**config.mk**
```make
export PLATFORM = sky130hd
export DESIGN_NAME = oscillator_config_decode
export DESIGN_NICKNAME = d
export VERILOG_FILES = /design/src/osc_config_pkg.sv /design/src/write_once_byte.sv /design/src/osc_mode_decode.sv /design/src/oscillator_config_decode.sv
export VERILOG_INCLUDE_DIRS = /design/src /design/src/src
export SDC_FILE = /design/constraint.sdc
export NUM_CORES = 1
export LEC_CHECK = 0
export BUFFER_PORTS_ARGS = -buffer_cell sky130_fd_sc_hd__buf_2
export CAP_MARGIN = 0
export CORE_MARGIN = 5
export CORE_UTILIZATION = 25
export DETAILED_ROUTE_END_ITERATION = 12
export GPL_TIMING_DRIVEN = 0
export PLACE_DENSITY = 0.44
export SYNTH_ARGS = -nofsm -noshare
export SYNTH_HDL_FRONTEND = slang
export SYNTH_SLANG_ARGS = --single-unit
export TNS_END_PERCENT = 1
```
**constraint.sdc**
```tcl
create_clock -name SYS_CLK -period 1.65 [get_ports SYS_CLK]
set_clock_uncertainty 0.1 [all_clocks]
set_input_delay 0.2475 -clock SYS_CLK [delete_from_list [all_inputs] [get_ports SYS_CLK]]
set_output_delay 0.2475 -clock SYS_CLK [all_outputs]
set_load 0.02 [all_outputs]
```
**src/osc_config_defines.svh**
```systemverilog
// Purpose: offsets, field positions and reset values for the
//          oscillator configuration decoder
// Assumes: one register port with a 4-bit address, byte-wide data, 10 MHz system clock
// Notes: register offsets are local to this block
//
// Notes on behaviour
// - bit 7 enables dual-speed start-up
// - bit 6 enables fail-safe clock monitor
// - bits 5..3 always read as zero
// - bit 2 set, select 00: primary oscillator
// - bit 2 clear, select 00: internal RC
// - type 11: external clock, PLL, clock-out
// - type 10: external clock, clock-out, no PLL
// - type 01: high-speed crystal, PLL available
`ifndef OSC_CONFIG_DEFINES_SVH
`define OSC_CONFIG_DEFINES_SVH

// ----------------------------------------------------------------
// register offsets
// ----------------------------------------------------------------
`define OCD_ADDR_W 4
`define OCD_OFS_CLOCK_CONFIG_LOW 4'h0
`define OCD_OFS_RUNTIME_SELECT 4'h1
`define OCD_OFS_STATUS 4'h2

// ----------------------------------------------------------------
// field positions and masks
// ----------------------------------------------------------------
`define OCD_BIT_DUAL_SPEED 7
`define OCD_BIT_FAILSAFE 6
`define OCD_BIT_DEFAULT_SEL 2
`define OCD_IMPL_MASK 8'hC7
`define OCD_UNPROGRAMMED 8'hC7

// ----------------------------------------------------------------
// reset values
// ----------------------------------------------------------------
`define OCD_RUNTIME_SELECT_RST 2'h0

`endif

```
**src/osc_config_pkg.sv**
```systemverilog
// Purpose: shared types of the oscillator configuration decoder
// Assumes: nothing beyond the defines header
// Notes: codes match the two-bit oscillator-type field
package osc_config_pkg;

  // ----------------------------------------------------------------
  // oscillator modes
  // ----------------------------------------------------------------
  typedef enum logic [1:0] {
    OSC_STD_CRYSTAL = 2'h0,
    OSC_HIGH_SPEED_CRYSTAL = 2'h1,
    OSC_EXTERNAL_CLOCK = 2'h2,
    OSC_EXTERNAL_CLOCK_PLL = 2'h3
  } osc_mode_t;

endpackage

```
**src/write_once_byte.sv**
```systemverilog
// Purpose: one write-once configuration byte held in flip-flops
// Assumes: reset models the erased, unprogrammed state
// Notes: unimplemented bits are constant zero
`timescale 1ns/1ns
`include "osc_config_defines.svh"
module write_once_byte
  import osc_config_pkg::*;
#(
  parameter int WIDTH = 8,
  parameter logic [WIDTH-1:0] IMPL_MASK = `OCD_IMPL_MASK
) (
  // clock and reset
  input wire logic clk,
  input wire logic rst,
  // programming port
  input wire logic wr_en,
  input wire logic [WIDTH-1:0] wdata,
  // stored value
  output logic [WIDTH-1:0] value,
  output logic programmed
);

  logic programmed_q;
  wire logic take = wr_en & ~programmed_q;

  // ----------------------------------------------------------------
  // per-bit storage
  // ----------------------------------------------------------------
  for (genvar i = 0; i < WIDTH; i++) begin : g_bit
    if (IMPL_MASK[i]) begin : g_impl
      logic bit_q;
      always_ff @(posedge clk) begin
        if (rst) begin
          bit_q <= 1'b1;
        end else if (take) begin
          bit_q <= wdata[i];
        end
      end
      assign value[i] = bit_q;
    end else begin : g_unimpl
      assign value[i] = 1'b0;
    end
  end

  // once taken, later writes are ignored without any sign on the bus
  always_ff @(posedge clk) begin
    if (rst) begin
      programmed_q <= 1'b0;
    end else if (take) begin
      programmed_q <= 1'b1;
    end
  end

  assign programmed = programmed_q;

endmodule

```
**src/osc_mode_decode.sv**
```systemverilog
// Purpose: oscillator-type field to mode flags
// Assumes: purely combinational, registered by the caller
// Notes: none
`timescale 1ns/1ns
module osc_mode_decode
  import osc_config_pkg::*;
(
  // field in
  input wire logic [1:0] osc_type,
  // mode flags out
  output osc_mode_t mode,
  output logic external_clock_mode,
  output logic high_speed_crystal_mode,
  output logic pll_available,
  output logic clock_out_function
);

  assign mode = osc_mode_t'(osc_type);

  // code 00 is treated as a plain crystal: all flags low
  assign external_clock_mode = (mode == OSC_EXTERNAL_CLOCK_PLL) ||
                               (mode == OSC_EXTERNAL_CLOCK);
  assign high_speed_crystal_mode = (mode == OSC_HIGH_SPEED_CRYSTAL);
  assign pll_available = (mode == OSC_EXTERNAL_CLOCK_PLL) ||
                         (mode == OSC_HIGH_SPEED_CRYSTAL);
  assign clock_out_function = (mode == OSC_EXTERNAL_CLOCK_PLL) ||
                              (mode == OSC_EXTERNAL_CLOCK);

endmodule

```
**src/oscillator_config_decode.sv**
```systemverilog
// Purpose: holds the clock configuration byte and decodes it for the
//          clock logic
// Assumes: register port strobes are one cycle, synchronous to SYS_CLK
// Notes: reset restores the unprogrammed byte; clock switching, the
//        start-up and monitor machinery and the PLL sit outside;
//        decoded outputs lag the stored byte by one cycle, while status
//        bits and the pin input are read without that delay
`timescale 1ns/1ns
`include "osc_config_defines.svh"
module oscillator_config_decode
  import osc_config_pkg::*;
(
  // clock and reset
  input wire logic SYS_CLK,
  input wire logic RST,
  // register port
  input wire logic [`OCD_ADDR_W-1:0] ADDR,
  input wire logic [7:0] WDATA,
  input wire logic WR,
  input wire logic RD,
  output logic [7:0] RDATA,
  // start-up and monitor enables
  output logic DUAL_SPEED_STARTUP_EN,
  output logic FAILSAFE_MONITOR_EN,
  // system clock choice
  output logic USE_PRIMARY_OSC,
  output logic USE_INTERNAL_RC_OSC,
  output logic [1:0] RUNTIME_CLOCK_SELECT,
  // oscillator mode
  output logic [1:0] OSCILLATOR_TYPE,
  output logic EXTERNAL_CLOCK_MODE,
  output logic HIGH_SPEED_CRYSTAL_MODE,
  output logic PLL_AVAILABLE,
  output logic CLOCK_OUT_FUNCTION,
  // clock-out source from the clock logic
  input wire logic CLOCK_OUT_SRC,
  // second oscillator pin
  input wire logic SECOND_OSC_PIN_I,
  output logic SECOND_OSC_PIN_O,
  output logic SECOND_OSC_PIN_OE_N
);

  // ----------------------------------------------------------------
  // reset values
  // ----------------------------------------------------------------
  // decoded outputs reset to what the erased byte decodes to, so they
  // never jump at the first edge after reset
  localparam logic [7:0] ERASED = `OCD_UNPROGRAMMED;
  localparam logic [1:0] ERASED_TYPE = ERASED[1:0];
  localparam logic ERASED_DUAL = ERASED[`OCD_BIT_DUAL_SPEED];
  localparam logic ERASED_FAILSAFE = ERASED[`OCD_BIT_FAILSAFE];
  localparam logic ERASED_DEFAULT = ERASED[`OCD_BIT_DEFAULT_SEL];
  localparam logic ERASED_RT_DEFAULT = (`OCD_RUNTIME_SELECT_RST == 2'h0);
  localparam logic ERASED_PRIMARY = ERASED_RT_DEFAULT & ERASED_DEFAULT;
  localparam logic ERASED_RC = ERASED_RT_DEFAULT & ~ERASED_DEFAULT;
  localparam logic ERASED_EXT = (ERASED_TYPE == OSC_EXTERNAL_CLOCK_PLL) ||
                                (ERASED_TYPE == OSC_EXTERNAL_CLOCK);
  localparam logic ERASED_HS = (ERASED_TYPE == OSC_HIGH_SPEED_CRYSTAL);
  localparam logic ERASED_PLL = (ERASED_TYPE == OSC_EXTERNAL_CLOCK_PLL) ||
                                (ERASED_TYPE == OSC_HIGH_SPEED_CRYSTAL);
  localparam logic ERASED_CLK_OUT = ERASED_EXT;
  // the pin stays released in reset whatever the erased mode says
  localparam logic PIN_O_RST = 1'b0;
  localparam logic PIN_OE_N_RST = 1'b1;

  // ----------------------------------------------------------------
  // address decode
  // ----------------------------------------------------------------
  wire logic sel_cfg = (ADDR == `OCD_OFS_CLOCK_CONFIG_LOW);
  wire logic sel_rt = (ADDR == `OCD_OFS_RUNTIME_SELECT);
  wire logic sel_stat = (ADDR == `OCD_OFS_STATUS);
  wire logic wr_cfg = WR & sel_cfg;
  wire logic wr_rt = WR & sel_rt;

  // ----------------------------------------------------------------
  // configuration byte
  // ----------------------------------------------------------------
  logic [7:0] cfg_value;
  logic cfg_programmed;

  // write-once storage; the byte is not writable again until reset
  write_once_byte #(
    .WIDTH(8),
    .IMPL_MASK(`OCD_IMPL_MASK)
  ) u_cfg (
    .clk(SYS_CLK),
    .rst(RST),
    .wr_en(wr_cfg),
    .wdata(WDATA),
    .value(cfg_value),
    .programmed(cfg_programmed)
  );

  // ----------------------------------------------------------------
  // run-time clock select
  // ----------------------------------------------------------------
  logic [1:0] rt_sel_q;
  // writes land at the strobe edge; the select has no read-back delay
  wire logic [1:0] rt_sel_d = wr_rt ? WDATA[1:0] : rt_sel_q;

  always_ff @(posedge SYS_CLK) begin
    if (RST) begin
      rt_sel_q <= `OCD_RUNTIME_SELECT_RST;
    end else begin
      rt_sel_q <= rt_sel_d;
    end
  end

  // ----------------------------------------------------------------
  // field decode
  // ----------------------------------------------------------------
  wire logic dual_speed = cfg_value[`OCD_BIT_DUAL_SPEED];
  wire logic failsafe = cfg_value[`OCD_BIT_FAILSAFE];
  wire logic default_sel = cfg_value[`OCD_BIT_DEFAULT_SEL];
  wire logic [1:0] osc_type = cfg_value[1:0];
  wire logic rt_is_default = (rt_sel_q == 2'h0);

  // only the default selection is decided here; other codes belong to
  // the clock switch, which reads RUNTIME_CLOCK_SELECT itself
  wire logic use_primary = rt_is_default & default_sel;
  wire logic use_rc = rt_is_default & ~default_sel;

  // ----------------------------------------------------------------
  // oscillator mode decode
  // ----------------------------------------------------------------
  osc_mode_t mode;
  logic ext_clk;
  logic hs_xtal;
  logic pll_av;
  logic clk_out;

  // code 00 decodes as a plain crystal with every flag low
  osc_mode_decode u_mode (
    .osc_type(osc_type),
    .mode(mode),
    .external_clock_mode(ext_clk),
    .high_speed_crystal_mode(hs_xtal),
    .pll_available(pll_av),
    .clock_out_function(clk_out)
  );

  // ----------------------------------------------------------------
  // registered decode outputs
  // ----------------------------------------------------------------
  logic dual_speed_q;
  logic failsafe_q;
  logic use_primary_q;
  logic use_rc_q;
  osc_mode_t mode_q;
  logic ext_clk_q;
  logic hs_xtal_q;
  logic pll_av_q;
  logic clk_out_q;

  // one block per output keeps each reset value beside its register
  always_ff @(posedge SYS_CLK) begin
    if (RST) begin
      dual_speed_q <= ERASED_DUAL;
    end else begin
      dual_speed_q <= dual_speed;
    end
  end

  always_ff @(posedge SYS_CLK) begin
    if (RST) begin
      failsafe_q <= ERASED_FAILSAFE;
    end else begin
      failsafe_q <= failsafe;
    end
  end

  always_ff @(posedge SYS_CLK) begin
    if (RST) begin
      use_primary_q <= ERASED_PRIMARY;
    end else begin
      use_primary_q <= use_primary;
    end
  end

  always_ff @(posedge SYS_CLK) begin
    if (RST) begin
      use_rc_q <= ERASED_RC;
    end else begin
      use_rc_q <= use_rc;
    end
  end

  always_ff @(posedge SYS_CLK) begin
    if (RST) begin
      mode_q <= osc_mode_t'(ERASED_TYPE);
    end else begin
      mode_q <= mode;
    end
  end

  always_ff @(posedge SYS_CLK) begin
    if (RST) begin
      ext_clk_q <= ERASED_EXT;
    end else begin
      ext_clk_q <= ext_clk;
    end
  end

  always_ff @(posedge SYS_CLK) begin
    if (RST) begin
      hs_xtal_q <= ERASED_HS;
    end else begin
      hs_xtal_q <= hs_xtal;
    end
  end

  always_ff @(posedge SYS_CLK) begin
    if (RST) begin
      pll_av_q <= ERASED_PLL;
    end else begin
      pll_av_q <= pll_av;
    end
  end

  always_ff @(posedge SYS_CLK) begin
    if (RST) begin
      clk_out_q <= ERASED_CLK_OUT;
    end else begin
      clk_out_q <= clk_out;
    end
  end

  // ----------------------------------------------------------------
  // second oscillator pin
  // ----------------------------------------------------------------
  logic pin_o_q;
  logic pin_oe_n_q;
  // one cycle of latency on the clock-out; the pin stays released in
  // crystal modes so the crystal can use it
  wire logic pin_o_d = clk_out & CLOCK_OUT_SRC;
  wire logic pin_oe_n_d = ~clk_out;

  always_ff @(posedge SYS_CLK) begin
    if (RST) begin
      pin_o_q <= PIN_O_RST;
    end else begin
      pin_o_q <= pin_o_d;
    end
  end

  always_ff @(posedge SYS_CLK) begin
    if (RST) begin
      pin_oe_n_q <= PIN_OE_N_RST;
    end else begin
      pin_oe_n_q <= pin_oe_n_d;
    end
  end

  // ----------------------------------------------------------------
  // read path
  // ----------------------------------------------------------------
  // status shows the clock choice before its one-cycle register
  logic [7:0] status_word;
  assign status_word[0] = cfg_programmed;
  assign status_word[1] = 1'b0;
  assign status_word[2] = use_rc;
  assign status_word[3] = use_primary;
  assign status_word[4] = SECOND_OSC_PIN_I;
  assign status_word[7:5] = 3'h0;

  wire logic [7:0] cfg_word = cfg_value & `OCD_IMPL_MASK;
  wire logic [7:0] rt_word = {6'h00, rt_sel_q};
  // unmapped offsets read as zero
  wire logic [7:0] rd_mux = sel_cfg ? cfg_word :
                            sel_rt ? rt_word :
                            sel_stat ? status_word : 8'h00;
  // data stand only in the cycle after the strobe
  wire logic [7:0] rdata_d = RD ? rd_mux : 8'h00;

  logic [7:0] rdata_q;

  always_ff @(posedge SYS_CLK) begin
    if (RST) begin
      rdata_q <= 8'h00;
    end else begin
      rdata_q <= rdata_d;
    end
  end

  // ----------------------------------------------------------------
  // outputs
  // ----------------------------------------------------------------
  assign RDATA = rdata_q;
  assign DUAL_SPEED_STARTUP_EN = dual_speed_q;
  assign FAILSAFE_MONITOR_EN = failsafe_q;
  assign USE_PRIMARY_OSC = use_primary_q;
  assign USE_INTERNAL_RC_OSC = use_rc_q;
  assign RUNTIME_CLOCK_SELECT = rt_sel_q;
  assign OSCILLATOR_TYPE = mode_q;
  assign EXTERNAL_CLOCK_MODE = ext_clk_q;
  assign HIGH_SPEED_CRYSTAL_MODE = hs_xtal_q;
  assign PLL_AVAILABLE = pll_av_q;
  assign CLOCK_OUT_FUNCTION = clk_out_q;
  assign SECOND_OSC_PIN_O = pin_o_q;
  assign SECOND_OSC_PIN_OE_N = pin_oe_n_q;

endmodule

```
; Word level (Yosys, flattened, before mapping)
; Index checks and enable logic that the tools add are counted.
[word_totals]
regBits = 27
inputBits = 18
output_inout_bits = 22
[classes]
n_eq_ne = 5
n_mux = 3
bitwise = 11
n_reduce_logical = 7
[op_table]
columns = op, count
row1 = two-way mux 5 bit, 2
row2 = two-way mux 8 bit, 1
row3 = bitwise AND 1 bit, 6
row4 = NOT 1 bit, 5
row5 = OR reduction 5 bit, 1
row6 = == test 2 bit (second input constant), 2
row7 = == test 4 x 1 -> 1 bit (second input constant), 1
row8 = == test 4 x 2 -> 1 bit (second input constant), 1
row9 = zero test 4 bit, 1
row10 = OR reduction 4 bit, 1
row11 = == test 2 x 1 -> 1 bit (second input constant), 1
row12 = zero test 2 bit, 1
row13 = logical OR 1 bit, 2
row14 = OR reduction 2 bit, 1

; Depth between registers and ports, before layout
; Gate-level depths: netlist of run 1.
[logic_depth]
ltp_word = 5
mapped_depth = 4
mapped_depth_nobuf = 3

; Cells and area by module
; Synthesis of run 1 repeated with hierarchy kept, for this count alone.
[unflattened]
hier_cells = 107
hier_area_um2 = 1048.5
[by_module_without_submodules]
columns = mod, instances, cells_each, area_per_inst_um2, seq_area_each_um2
row1 = oscillator_config_decode, 1, 66, 703.2, 420.4
row2 = write_once_byte, 1, 35, 309.0, 120.1
row3 = osc_mode_decode, 1, 6, 36.3, 0.0

; Least setup slack after synthesis of run 1
; Ideal clock, no wire load.
[synth_path]
path_type = input to register
start = input port ADDR[3]
end = register u_cfg.g_bit[1].g_impl.bit_q
arrival_time_ns = 1.283
t_required_ns = 1.424
slack_ns = 0.140
cell_stages = 4
path_buffers = 1
path_cell_list = or3b_1 -> or4_1 -> buf_6 -> mux2i_1
[synth_between]
elab_chain_len = 3
[synth_lines]
columns = element, line_no
row1 = "start, declared", oscillator_config_decode.sv:17  ; input wire logic [`OCD_ADDR_W-1:0] ADDR,
row2 = zero test 4 bit (no source line), -
row3 = bitwise AND 1 bit, oscillator_config_decode.sv:72  ; wire logic wr_cfg = WR & sel_cfg;
row4 = bitwise AND 1 bit, write_once_byte.sv:24  ; wire logic take = wr_en & ~programmed_q;
row5 = "end signal, assigned", write_once_byte.sv:36  ; bit_q <= wdata[i];
row6 = "end, declared", write_once_byte.sv:31  ; logic bit_q;
; No other way between the ends.
; A chain may end at the register's enable or synchronous reset.

; Worst setup path after layout of run 1
[layout_path]
start = input port RST
end = register rdata_q[6], in the netlist RDATA[6]
[layout_between]
elab_chain_len = 1
[layout_lines]
columns = element, line_no
row1 = "start, declared", oscillator_config_decode.sv:15  ; input wire logic RST,
row2 = OR reduction 2 bit (no source line), -
row3 = "end signal, assigned", oscillator_config_decode.sv:281  ; rdata_q <= rdata_d;
row4 = "end, declared", oscillator_config_decode.sv:275  ; logic [7:0] rdata_q;
; No other way between the ends.

==> results of run 1 <==
-- kinds of logic after synthesis --
kind of cell | Yosys count | share of synthesized area
AO/OA/AOI/OAI | 3 | 0.02222
buffers and inverters | 15 | 0.07916
flip-flops | 26 | 0.5778
multiplexers | 10 | 0.1111
other | 1 | 0.004163
AND/OR/NAND/NOR | 34 | 0.2056
-- worst max path at each step --
stage	start	end	slack (ps)	depth (start not counted)
CTS	RST	RDATA[6]	260	4
finish	RST	RDATA[6]	250	4
global placement	RST	RDATA[7]	-100	4
floorplan	ADDR[3]	u_cfg.g_bit[1].g_impl.bit_q	140	4
detailed placement	RST	RDATA[6]	-90	4
global route	RST	RDATA[6]	200	4
-- placed cells by master (no fill, tap or decap), types with 2 or more instances in the layout --
cell	n
and2_1	3
buf_2	32
buf_4	2
clkbuf_1	4
clkbuf_4	3
dfxtp_1	26
inv_1	8
mux2i_1	10
nand2b_1	5
nor2_1	14
nor3_1	4
-- cell type report --
| class | instances | area [sq um] | area share |
|---|---|---|---|
| repair buffers | 32 | 160.2 | 0.1404 |
| multi-input cells | 48 | 309.0 | 0.2708 |
| well taps | 46 | 57.56 | 0.05044 |
| inverters | 8 | 30.03 | 0.02632 |
| flip-flops and latches | 26 | 520.5 | 0.4561 |
| plain buffers | 7 | 41.29 | 0.03618 |
| clock buffers | 3 | 22.52 | 0.01974 |
-- through the flow --
step	setup WS, ps	instances
final	245.4	170
after CTS	255.8	170
after global placement	-103.1	167
after detailed placement	-87.23	167
after floorplan	140.2	89
after global routing	202.3	170
-- report_power, final --
part | internal [mW] | total [mW] | switching [mW]
logic | 0.0333 | 0.0745 | 0.0412
clock network | 0.0855 | 0.259 | 0.174
registers | 0.637 | 0.641 | 0.00388
-- routing by layer --
layer  vias to the layer above  wire length, um
met5                         -                0
met4                         0               59
met3                         5              115
met2                        22              916
met1                       313              735
li1                        356                -
-- sequential cells by signal, summed over array words and instances (netlist names), 2 cells and up --
name,count
u_cfg.g_bit.g_impl.bit_q,5
RDATA,7
OSCILLATOR_TYPE,2
RUNTIME_CLOCK_SELECT,2
-- synth_stat cells, types with 2 or more instances --
library cell	count
nor2_1	14
inv_1	8
nand2b_1	5
nor3_1	4
mux2i_1	10
clkbuf_1	4
and2_1	3
buf_4	2
dfxtp_1	26
-- critical path, cell delays in order --
cell and delay (ps):
clkbuf_1 190, or4b_1 670, nor3_1 290, and2_1 170
==> summary.txt, run 1 <==
Max clock buf depth = 2
leakage power = 0.5276 nW
Core Util, Final = 0.3341
largest net degree at the start of global routing = 14
Starting Density = 0.2637
Final min period = 1405 ps
initial antenna violation count = 0
global placer's final weighted congestion = 0.6563
finished layout cell area = 0.001141 sq mm
Post-Syn Nets = 107
layout cells sized above 1 = 0.3065
post-CTS setup buffers = 0
ANT nets after route = 0
status = complete, no violations
post-synth cell types = 22
Setup crit start kind = input port
Post-synth ARST share = 0
CTS H-tree lvls = 1
Max Fanout on Critical Path = 10
post_cts resized = 0
R2R setup slack = 290 ps
tightest hold margin = 24.48 ps
cts hold-fix bufs = 0
Total Power = 0.9745 mW
Synth Register Bits = 26
TritonCTS clock tree = done
sequential area share after synthesis = 0.5778
Die Y = 70.03 um
routed vias = 696
met3 Use GR = 0.02582
reg-to-reg critical path endpoint = u_cfg.g_bit[6].g_impl.bit_q
Clk Latency, worst-skew pair = 310 ps
Root Buffer = clkbuf_4
Placed Instance Area = 0.001119 sq mm
number of buffers created by CTS = 3
Mean Syn Cell Area = 10.12 sq um
Max rail drop VDD = 215.3 uV
final WL = 1.828 mm
Critical Path RT = 1820 ps
PD cells = 854.0 mW/mm^2
unrepaired setup endpoints after global routing = false
Via density = 4.094
drt pass-1 iters = 6
EDFF count, synth = 0
die area = 0.004904 sq mm
GR Util met1 = 0.07124
row cnt = 21
antenna cells = 0
Achievable Freq = 712.0 MHz
setup_tns = 0 ps
Worst Hold Class = input port to flop
Worst setup EP type = flop
Worst Hold Launch = CLOCK_OUT_SRC
Post-DP HPWL = 1.453 mm
Synth Flop Type = dfxtp_1
ranking of synthesized cells by area = dfxtp_1, mux2i_1, nor2_1
GRT Residual Overflow = 0
GR peak layer = met2
Syn Inst Count = 89
clk sinks = 26
M2 GR Usage = 0.1322
wire length of the first global-routing pass = 2.877 mm
Max Slew Vio Count = 0
# fillers = 389
clock slew at reported path FFs = 130 ps
fin crit share = 0.8512
Routed WL per cell = 10.75 um
hold path depth = 3
final hold violations = 0
NumNets Final = 144
Die X-Extent = 70.03 um
gr usage total = 0.07528
vias in the first global route = 643
violation count after the first detailed-route iteration = 17
Syn. warnings = 0
IO Count = 40
synthesized cell area = 900.9 sq um
most area-hungry cell type in the Yosys netlist = dfxtp_1
R2R Path Start = u_cfg.programmed
Max Cap Violations = 0
R2R depth = 3
final setup violating endpoints = 0
WHS Endpoint = SECOND_OSC_PIN_O
DR DRC count = 0
Area Growth Syn to Fin = 26.67%
Core Footprint = 0.003416 sq mm
crit path DAT = 1570 ps
WS Path Type = input port to flop
Synth top area share = 0.5778
PortBufs = 32
(Power assumes the default switching activity.)
==> run 2, diff against run 1 <==
--- a/config.mk
+++ b/config.mk
@@ -10,6 +10,7 @@
 export CAP_MARGIN = 0
 export CORE_MARGIN = 5
 export CORE_UTILIZATION = 25
+export CTS_BUF_LIST = sky130_fd_sc_hd__clkbuf_16
 export DETAILED_ROUTE_END_ITERATION = 12
 export GPL_TIMING_DRIVEN = 0
 export PLACE_DENSITY = 0.44
==> summary.txt, run 2 (synthesis results as in run 1) <==
R2R setup slack = 300 ps
setup_tns = 0 ps
WL met1 = 775 um
largest net degree at the start of global routing = 14
Worst Hold Class = input port to flop
R2R depth = 3
NumNets Final = 144
Core Util, Final = 0.3495
PortBufs = 32
antenna cells = 0
final setup violating endpoints = 0
Worst setup EP type = flop
number of buffers created by CTS = 3
met3 routed WL = 109 um
Via density = 4.006
layout cells sized above 1 = 0.3065
CP Cell Sequence = clkbuf_1 > or4b_1 > nor3_1 > and2_1
cts hold-fix bufs = 0
IO Count = 40
Max Slew Vio Count = 0
row cnt = 21
Max Used Layer = met4
Starting Density = 0.2637
CTS H-tree lvls = 1
fin crit share = 0.8913
Routed WL per cell = 10.85 um
leakage power = 0.5507 nW
WHS Endpoint = SECOND_OSC_PIN_O
gr usage total = 0.07468
Crit path max-delay family = simple AND/OR/NAND/NOR gates
unrepaired setup endpoints after global routing = false
Slowest-stage cell, CP = or4b_1
Root Buffer = clkbuf_16
post-CTS setup buffers = 0
drt pass-1 iters = 4
Max rail drop VDD = 297.2 uV
commonest non-fill, non-tap cell in the layout = buf_2
final hold violations = 0
post_cts resized = 0
WS Path Type = input port to flop
die area = 0.004904 sq mm
Clk Latency, worst-skew pair = 250 ps
initial antenna violation count = 0
Max clock buf depth = 2
status = complete, no violations
clk sinks = 26
TritonCTS clock tree = done
DR DRC count = 0
Area Growth Syn to Fin = 32.50%
violation count after the first detailed-route iteration = 34
Worst Hold Launch = CLOCK_OUT_SRC
routed vias = 681
max FFs per register = 7
Core Footprint = 0.003416 sq mm
Post-DP HPWL = 1.453 mm
Critical Path RT = 1750 ps
Die X-Extent = 70.03 um
Die Y = 70.03 um
Max Cap Violations = 0
PD cells = 1026 mW/mm^2
reg-to-reg critical path endpoint = u_cfg.g_bit[6].g_impl.bit_q
largest stage delay on the critical path = 660 ps
CP bufs+invs = 1
crit path DAT = 1570 ps
final WL = 1.844 mm
R2R Path Start = u_cfg.programmed
clock slew at reported path FFs = 60 ps
vias in the first global route = 645
global placer's final weighted congestion = 0.6563
Achievable Freq = 680.0 MHz
wire length of the first global-routing pass = 2.863 mm
# fillers = 382
GRT Residual Overflow = 0
commonest non-fill, non-tap cells in the layout = buf_2, dfxtp_1, nor2_1
Setup crit start kind = input port
tightest hold margin = 104.1 ps
Final min period = 1471 ps
hold path depth = 3
Max Fanout on Critical Path = 10
routed wl met2 = 926 um
ANT nets after route = 0
[run 2: cell counts in the layout (fill, tap and decap cells not counted)]
No cell type changed its count.
[run 2: worst max-delay path by stage]
| stage | startpoint | slack, ps | depth (start not counted) | end |
|---|---|---|---|---|
| after floorplan | ADDR[3] | 140 | 4 | u_cfg.g_bit[1].g_impl.bit_q |
| after global placement | RST | -100 | 4 | RDATA[7] |
| after detailed placement | RST | -90 | 4 | RDATA[6] |
| after CTS | RST | 180 | 4 | RDATA[6] |
| after global routing | RST | 110 | 4 | RDATA[6] |
| final | RST | 180 | 4 | RDATA[6] |
[run 2: cell type report]
| cell class | count | area [sq um] | area share |
|---|---|---|---|
| clock buffer | 3 | 75.07 | 0.06289 |
| multi-input combinational | 48 | 309.0 | 0.2589 |
| buffer | 7 | 41.29 | 0.03459 |
| tap | 46 | 57.56 | 0.04822 |
| sequential | 26 | 520.5 | 0.4361 |
| timing repair buffer | 32 | 160.2 | 0.1342 |
| inverter | 8 | 30.03 | 0.02516 |
[run 2: power by group]
group | internal [mW] | switching [mW] | total (mW)
registers | 0.637 | 0.00388 | 0.641
clock network | 0.320 | 0.189 | 0.509
logic | 0.0333 | 0.0414 | 0.0747
total | 0.990 | 0.235 | 1.22
[run 2: through the flow]
step	total power [mW]	std cells	area [sq um]	setup WS, ps
final	1.225	170	1194	179.3
after detailed placement	0.7305	167	1119	-87.23
after CTS	1.251	170	1194	180.6
after global placement	0.7302	167	1119	-103.1
after global routing	1.276	170	1194	112.1
after floorplan	0.7018	89	900.9	140.2
[run 2: worst reg2reg max path: cells and delay by family (launching register included)]
| kind | cells | cell delay (ps) |
|---|---|---|
| buf+inv | 1 | 160 |
| flops | 1 | 320 |
| mux | 1 | 120 |
| simple gates | 1 | 540 |
[run 2: metal layers]
layer	vias to the layer above	GRT usage
met5	-	0
met4	0	0.05745
met2	19	0.1312
li1	356	-
met3	2	0.02152
met1	304	0.07298
